`config.mk`:
```
export PLATFORM = sky130hd
export DESIGN_NAME = ppis_top
export DESIGN_NICKNAME = d
export VERILOG_FILES = /design/src/hdl/ppis_pkg.sv /design/src/hdl/ppis_line_if.sv /design/src/hdl/ppis_top.sv /design/src/hdl/ppis_status_mux.sv
export SDC_FILE = /design/constraint.sdc
export NUM_CORES = 1
export LEC_CHECK = 0
export BUFFER_PORTS_ARGS = -buffer_cell sky130_fd_sc_hd__buf_2
export CAP_MARGIN = 40
export CELL_PAD_IN_SITES_DETAIL_PLACEMENT = 0
export CELL_PAD_IN_SITES_GLOBAL_PLACEMENT = 1
export CORE_ASPECT_RATIO = 0.8
export CORE_MARGIN = 4
export CORE_UTILIZATION = 30
export CTS_BUF_LIST = sky130_fd_sc_hd__clkbuf_4 sky130_fd_sc_hd__clkbuf_8 sky130_fd_sc_hd__clkbuf_16
export DETAILED_ROUTE_END_ITERATION = 16
export PLACE_DENSITY_LB_ADDON = 0.1
export SYNTH_ARGS = -nofsm -noshare
export SYNTH_HDL_FRONTEND = slang
export SYNTH_SLANG_ARGS = --single-unit
export TNS_END_PERCENT = 50
```
`constraint.sdc`:
```
create_clock -name CLOCK_I -period 1.1 [get_ports CLOCK_I]
set_input_delay 0.165 -clock CLOCK_I [delete_from_list [all_inputs] [get_ports CLOCK_I]]
set_output_delay 0.165 -clock CLOCK_I [all_outputs]
set_load 0.01 [all_outputs]
```
`src/hdl/ppis_pkg.sv`:
```
// package: register numbers, field positions and reset values of the parallel port status block
package ppis_pkg;
  localparam int unsigned ADDR_W   = 4;
  localparam int unsigned DATA_W   = 16;
  localparam int unsigned MASK_W   = 8;
  // status register numbers
  localparam logic [3:0]  REG_DATA_IN      = 4'h3;
  localparam logic [3:0]  REG_READY        = 4'h4;
  localparam logic [3:0]  REG_PERIPH       = 4'h5;
  // interrupt mask field positions
  localparam int unsigned MASK_READY_BIT   = 1;
  localparam int unsigned MASK_EXT_BIT     = 2;
  // peripheral line status field positions
  localparam int unsigned PST_CAUSE0_BIT   = 0;
  localparam int unsigned PST_CAUSE1_BIT   = 1;
  localparam int unsigned PST_EXT_BIT      = 2;
  localparam int unsigned PST_OK_BIT       = 3;
  // values after reset and of unmapped register reads
  localparam logic [7:0]  MASK_RESET       = 8'h00;
  localparam logic [15:0] RDATA_RESET      = 16'h0000;
  localparam logic [15:0] RDATA_UNMAPPED   = 16'h0000;
endpackage : ppis_pkg

```
`src/hdl/ppis_line_if.sv`:
```
// interface: present state of the port lines, passed from the top to the status read mux
`timescale 1ns/100ps
`default_nettype none
interface ppis_line_if;
  logic        ready;
  logic        ext_req_low;
  logic        periph_ok;
  logic [1:0]  cause_low;
  logic [15:0] data_in;
  modport src (
    output ready,
    output ext_req_low,
    output periph_ok,
    output cause_low,
    output data_in
  );
  modport mux (
    input  ready,
    input  ext_req_low,
    input  periph_ok,
    input  cause_low,
    input  data_in
  );
endinterface : ppis_line_if
`default_nettype wire

```
`src/hdl/ppis_top.sv`:
```
// module: interrupt enable, request and status read logic of the parallel port
`timescale 1ns/100ps
`default_nettype none
module ppis_top (
  input  wire logic        CLOCK_I,
  input  wire logic        SYS_RST_I,
  input  wire logic        IF_RESET_I,
  input  wire logic        FULL_MODE_I,
  input  wire logic        HS_CTL_SET_I,
  input  wire logic        HS_FLAG_READY_I,
  input  wire logic        EXT_REQ_N_I,
  input  wire logic        PERIPH_OK_I,
  input  wire logic [1:0]  CAUSE_N_I,
  input  wire logic [15:0] DATA_IN_I,
  input  wire logic        MASK_WR_I,
  input  wire logic [7:0]  MASK_DATA_I,
  input  wire logic        INTR_TAKEN_I,
  input  wire logic [3:0]  STATUS_ADDR_I,
  input  wire logic        STATUS_RD_I,
  output logic      [15:0] STATUS_DATA_O,
  output logic             STATUS_VALID_O,
  output logic      [7:0]  MASK_O,
  output logic             IRQ_O
);
  ppis_line_if lines ();

  logic        ready_now;
  logic [15:0] mux_rdata;
  logic [7:0]  mask_r;
  logic [7:0]  mask_nxt;
  logic        irq_r;
  logic        irq_nxt;
  logic [15:0] rdata_r;
  logic [15:0] rdata_nxt;
  logic        rvalid_r;
  logic        rvalid_nxt;

  // ready condition depends on the handshake option switch
  always_comb begin
    if (FULL_MODE_I) begin
      ready_now = !HS_CTL_SET_I && HS_FLAG_READY_I;
    end else begin
      ready_now = !HS_CTL_SET_I;
    end
  end

  // line states as seen by software, active-low lines turned into "line low" bits
  assign lines.ready       = ready_now;
  assign lines.ext_req_low = !EXT_REQ_N_I;
  assign lines.periph_ok   = PERIPH_OK_I;
  assign lines.cause_low   = ~CAUSE_N_I;
  assign lines.data_in     = DATA_IN_I;

  ppis_status_mux u_mux (
    .lines   (lines),
    .addr_i  (STATUS_ADDR_I),
    .rdata_o (mux_rdata)
  );

  // enable mask: interface reset first, a fresh write beats a taken interrupt
  always_comb begin
    if (IF_RESET_I) begin
      mask_nxt = ppis_pkg::MASK_RESET;
    end else if (MASK_WR_I) begin
      mask_nxt = MASK_DATA_I;
    end else if (INTR_TAKEN_I) begin
      mask_nxt = ppis_pkg::MASK_RESET;
    end else begin
      mask_nxt = mask_r;
    end
  end

  // single request from present levels only, so a vanished level drops it again
  always_comb begin
    irq_nxt = (mask_r[ppis_pkg::MASK_READY_BIT] && ready_now)
           || (mask_r[ppis_pkg::MASK_EXT_BIT] && !EXT_REQ_N_I);
  end

  // status read: value captured at the strobe and held until the next read
  always_comb begin
    rvalid_nxt = STATUS_RD_I;
    if (STATUS_RD_I) begin
      rdata_nxt = mux_rdata;
    end else begin
      rdata_nxt = rdata_r;
    end
  end

  // enable mask register; system reset blocks every source until software writes again
  always_ff @(posedge CLOCK_I or posedge SYS_RST_I) begin
    if (SYS_RST_I) begin
      mask_r <= ppis_pkg::MASK_RESET;
    end else begin
      mask_r <= mask_nxt;
    end
  end

  // request register; registered so the host never sees a combinational glitch
  always_ff @(posedge CLOCK_I or posedge SYS_RST_I) begin
    if (SYS_RST_I) begin
      irq_r <= 1'b0;
    end else begin
      irq_r <= irq_nxt;
    end
  end

  // read data and its one-cycle marker
  always_ff @(posedge CLOCK_I or posedge SYS_RST_I) begin
    if (SYS_RST_I) begin
      rdata_r  <= ppis_pkg::RDATA_RESET;
      rvalid_r <= 1'b0;
    end else begin
      rdata_r  <= rdata_nxt;
      rvalid_r <= rvalid_nxt;
    end
  end

  assign STATUS_DATA_O  = rdata_r;
  assign STATUS_VALID_O = rvalid_r;
  assign MASK_O         = mask_r;
  assign IRQ_O          = irq_r;
endmodule : ppis_top
`default_nettype wire

```
`src/hdl/ppis_status_mux.sv`:
```
// module: combinational selection of the status register read value
`timescale 1ns/100ps
`default_nettype none
module ppis_status_mux (
  ppis_line_if.mux                     lines,
  input  wire logic [3:0]              addr_i,
  output logic      [15:0]             rdata_o
);
  logic [7:0] periph_byte;

  // peripheral status byte, upper nibble always zero
  always_comb begin
    periph_byte = 8'h00;
    periph_byte[ppis_pkg::PST_OK_BIT]     = lines.periph_ok;
    periph_byte[ppis_pkg::PST_EXT_BIT]    = lines.ext_req_low;
    periph_byte[ppis_pkg::PST_CAUSE1_BIT] = lines.cause_low[1];
    periph_byte[ppis_pkg::PST_CAUSE0_BIT] = lines.cause_low[0];
  end

  // address decode; unmapped numbers read as zero
  always_comb begin
    if (addr_i == ppis_pkg::REG_DATA_IN) begin
      rdata_o = lines.data_in;
    end else if (addr_i == ppis_pkg::REG_READY) begin
      rdata_o = {15'h0000, lines.ready};
    end else if (addr_i == ppis_pkg::REG_PERIPH) begin
      rdata_o = {8'h00, periph_byte};
    end else begin
      rdata_o = ppis_pkg::RDATA_UNMAPPED;
    end
  end
endmodule : ppis_status_mux
`default_nettype wire

```
# ---- Word-level counts from Yosys, hierarchy flattened
# Index checks and enable logic that the tools add are counted.
dict set report totals {
  regBits 26
  in_bits 41
  out_inout_bits 26
  word_cells 22
}
dict set report op_classes {
  eq_ne 3
  mux 7
  bitwise_logic 1
  reduce_logical 7
}
# cell n
set op_table {}
lappend op_table {{$mux W16} 2}
lappend op_table {{$mux W8} 3}
lappend op_table {{$eq A4 B3 Y1 const B} 2}
lappend op_table {{$eq A4 B2 Y1 const B} 1}
lappend op_table {{$mux W4} 1}
lappend op_table {{$logic_and A1 B1 Y1} 3}
lappend op_table {{$reduce_bool A3 Y1} 1}
lappend op_table {{$logic_not A1 Y1} 2}
lappend op_table {{$not A2 Y2} 1}
lappend op_table {{$logic_or A1 B1 Y1} 1}
lappend op_table {{$mux W1} 1}

# ---- Longest topological paths before layout
dict set report logic_depth {
  depth_word 5
  depth_mapped 5
  ltp_nobuf 3
}

# ---- Cells and area by module
# From an unflattened synthesis, not the netlist that was laid out.
dict set report hier_totals {
  hier_cells 93
  area_unflattened_um2 1268.7
}
# module instances cells_per_inst area_per_inst_um2 seq_area_each_um2
set modules_own_cells {}
lappend modules_own_cells {ppis_top 1 66 1051.0 650.6}
lappend modules_own_cells {ppis_status_mux 1 27 217.7 0.0}

# ---- Worst setup path after synthesis
# No wires, ideal clock.
dict set report synth_path {
  path_kind {in2reg}
  startpoint {input STATUS_ADDR_I[1]}
  endpoint {register rdata_r[0] (netlist: STATUS_DATA_O[0])}
  setup_time_ns 0.077
  arrival_ns 1.023
  required_ns 1.023
  slack_ns -0.001
  path_stages 3
  path_buffers 0
  cell_sequence {or4b_1 o31a_1 a21oi_1}
}
dict set report synth_between {
  elab_chain_len 4
  word_cells_on_any_way 6
  classes_between {3 x eq/ne; 3 x mux}
}
# item line_no
set synth_lines {}
lappend synth_lines {{start: declaration} ppis_top.sv:18} ;# input wire logic [3:0] STATUS_ADDR_I,
lappend synth_lines {{$eq A4 B3 Y1} ppis_status_mux.sv:26} ;# end else if (addr_i == ppis_pkg::REG_PERIPH) begin
lappend synth_lines {{$mux W4} ppis_status_mux.sv:26}
lappend synth_lines {{$mux W16} ppis_status_mux.sv:24} ;# end else if (addr_i == ppis_pkg::REG_READY) begin
lappend synth_lines {{$mux W16 *} ppis_status_mux.sv:22} ;# if (addr_i == ppis_pkg::REG_DATA_IN) begin
lappend synth_lines {{end signal: assignment} ppis_top.sv:110} ;# rdata_r <= ppis_pkg::RDATA_RESET;
lappend synth_lines {{end signal: assignment} ppis_top.sv:113} ;# rdata_r <= rdata_nxt;
lappend synth_lines {{end: declaration} ppis_top.sv:33} ;# logic [15:0] rdata_r;
# Mark *: on every way between the ends. The rest lies on a longest branch, timed or not.
# A chain may end at the register's enable or synchronous reset.

# ---- Worst setup path in the final report
dict set report layout_path {
  startpoint {register mask_r[2] (netlist: MASK_O[2])}
  endpoint {output MASK_O[2]}
}
# item line_no
set layout_rtl {}
lappend layout_rtl {{start: declaration} ppis_top.sv:29} ;# logic [7:0] mask_r;
lappend layout_rtl {{start signal: assignment} ppis_top.sv:92} ;# mask_r <= ppis_pkg::MASK_RESET;
lappend layout_rtl {{start signal: assignment} ppis_top.sv:94} ;# mask_r <= mask_nxt;
lappend layout_rtl {{end: declaration} ppis_top.sv:22} ;# output logic [7:0] MASK_O,
# No word-level cell between the ends.

==> metrics.txt <==
status=complete, no violations; hpwl dp=2270 µm; Die Area=about 4900 µm²; Buf/Inv on CP=1; Data required, critical path=roughly 0.94 ns; Pins Over Slew Limit=0; hold crit path type=input pin to flop; worst vdd ir=roughly 0.73 mV; DP Area=approximately 1600 µm²; TritonCTS Sinks=26; P per Cell Area=~1200 nW/µm²; routability cong.=slightly below 0.7; cells along the critical path=buf_2; synthesis warning total=0; Ant. Diodes=0; Port Buffers=66; antenna violations before repair=0; DR iter-0 viols=65; H-tree levels=1; total routed wirelength=2920 µm; area delta synth->final=40.6%; Clock Tree Buf Depth=2; core area=about 3600 µm²; ANT nets after route=0; Highest Clock Rate=~1000 MHz; first-pass GRT wire length=approximately 5000 µm; Die Span X=~77 µm; startpoint of the worst hold path=EXT_REQ_N_I; reg-to-reg startpoint=MASK_O[1]; critical path's top delay family=flip-flops; worst-path fanout max=3; Post-Syn Area per Cell=between 9 and 10 µm²; Final Setup Violations=0; Design Area, Final=1630 µm²; Fin. Hold Viols=0; crit end category=primary output; clock-pin slew on the worst setup and hold paths=~0.09 ns; TritonCTS Buffers=3; Vias/cell=around 4.7; Worst setup SP type=flop; Setup CP Type=flop to primary output; FP Rows=19; CP max stage cell=dfrtp_1; CTS tree=done; Layout fillers=~360; Initial Util=0.325; Final min period=0.978 ns; CP startpoint=MASK_O[2]; non-filler cells, final=230; hold_buf cts=1; Net count, final=230; Post-Syn Nets=~160; Post-Synthesis Cells=121; Post-CTS Setup Bufs=0; Crit path arrival time=about 0.81 ns; Final Cycle Share=0.889; drt pass-1 iters=4; FF+latch count, synth=26; via count=~1100; Total Routing Usage GR=0.125; post-synthesis cell type count=23; I/O pins=67; vias in the first global route=1072; clock root buffer=clkbuf_8; post-CTS sizing=0; Skew-Pair Late Insertion Delay=between 0.2 and 0.3 ns; Netlist Area Pre-Place=approximately 1200 µm²; max cap viols=0; Leakage Power=a little over 0.8 nW; RSZ-0062 raised after global routing=no; die height=approximately 64 µm; Total Neg Setup Slack=0 ns; pin count of the biggest net entering global routing=30; DP Cell Count=roughly 230; share of layout cells above drive strength 1=0.399; Slowest Stage Delay on Critical Path=roughly 0.4 ns; wire per inst=roughly 13 µm; worst-margin pin slew=0.332 ns; DR DRC count=0; clock skew=between 0.0004 and 0.0005 ns; Slew headroom=0.778; register area share after synthesis=0.562; GRT overflow=0
-- report_power, final --
| part | switching, mW | leakage (nW) | internal [mW] |
|---|---|---|---|
| sequential | 0.0194 | 0.348 | 0.994 |
| clock | 0.293 | 0.0288 | 0.320 |
| combinational | 0.146 | 0.453 | 0.138 |
-- routing by layer --
metal  up-vias  track usage  wire (µm)
li1        544            -          -
met1       496        0.156       1280
met2        38        0.206       1400
met3         2       0.0456        224
met4         0       0.0333         18
met5         -            0          0
-- area by class of cell --
cell class,count,area (µm²),share of cell area
Timing Repair Buffer,71,395,0.243
Sequential cell,26,651,0.399
Tap cell,42,52.6,0.0323
Clock buffer,4,55.1,0.0338
Inverter,17,63.8,0.0392
Multi-Input combinational cell,70,412,0.253
-- cells by family (layout without fill, tap and decap cells) --
group,after synthesis,after routing,synth area share
buffers and inverters,25,92,0.0831
and+or+nand+nor,39,39,0.200
DFF,26,26,0.562
AOI/OAI and AO/OA,31,31,0.156
-- sequential cells by signal, summed over array words and instances (netlist names) --
signal	flops
STATUS_DATA_O	16
MASK_O	8
IRQ_O	1
STATUS_VALID_O	1
-- cells in the mapped netlist, drive strengths merged --
master	n	area, µm²
dfrtp	26	651
inv	17	63.8
o21ai	13	65.1
nand3	12	60.1
nor2	11	41.3
a21oi	10	50.1
nor3b	8	60.1
clkbuf	6	23.8
nor2b	3	18.8
a2bb2oi	2	17.5
buf	2	8.75
nand4bb	2	22.5
a22oi	1	7.51
and4bb	1	12.5
nand2b	1	6.26
o21a	1	7.51
o221ai	1	8.76
o22ai	1	6.26
o31a	1	8.76
o32ai	1	8.76
or4b	1	10.0
-- metrics by stage --
| step | hold WS, ns | util | power [mW] | setup slack (ns) |
|---|---|---|---|---|
| after floorplan | 0.196 | - | 1.16 | 0.0169 |
| final | 0.0926 | 0.457 | 1.91 | 0.122 |
| after global routing | 0.0799 | 0.457 | 2.02 | 0.0705 |
| after global placement | 0.237 | 0.439 | 1.31 | -0.118 |
| after detailed placement | 0.240 | 0.439 | 1.32 | -0.144 |
| after CTS | 0.0808 | 0.457 | 1.95 | 0.0994 |
-- placed cells by master, fill, tap and decap left out, drive strengths merged --
master	n
nand4bb	2
nor3b	8
clkbuf	4
o21a	1
nand2b	1
buf	70
o22ai	1
a2bb2oi	2
o221ai	1
nand3	12
a22oi	1
nor2	11
or4b	1
and4bb	1
dfrtp	26
nor2b	3
o21ai	13
dlygate4sd3	1
o31a	1
o32ai	1
inv	17
a21oi	10
-- final timing paths --
path                                     endpoint  slack (ns)  cells past startpoint
worst min register to register   STATUS_DATA_O[3]        0.50                      1
worst max register to register          MASK_O[1]        0.28                      3
worst min-delay path                        IRQ_O        0.09                      2
min in group asynchronous               MASK_O[7]        0.49                      4
worst max-delay path                    MASK_O[2]        0.12                      1
max in group asynchronous       STATUS_DATA_O[14]        0.36                      4
Note: power is estimated with default switching activity, not from simulation.
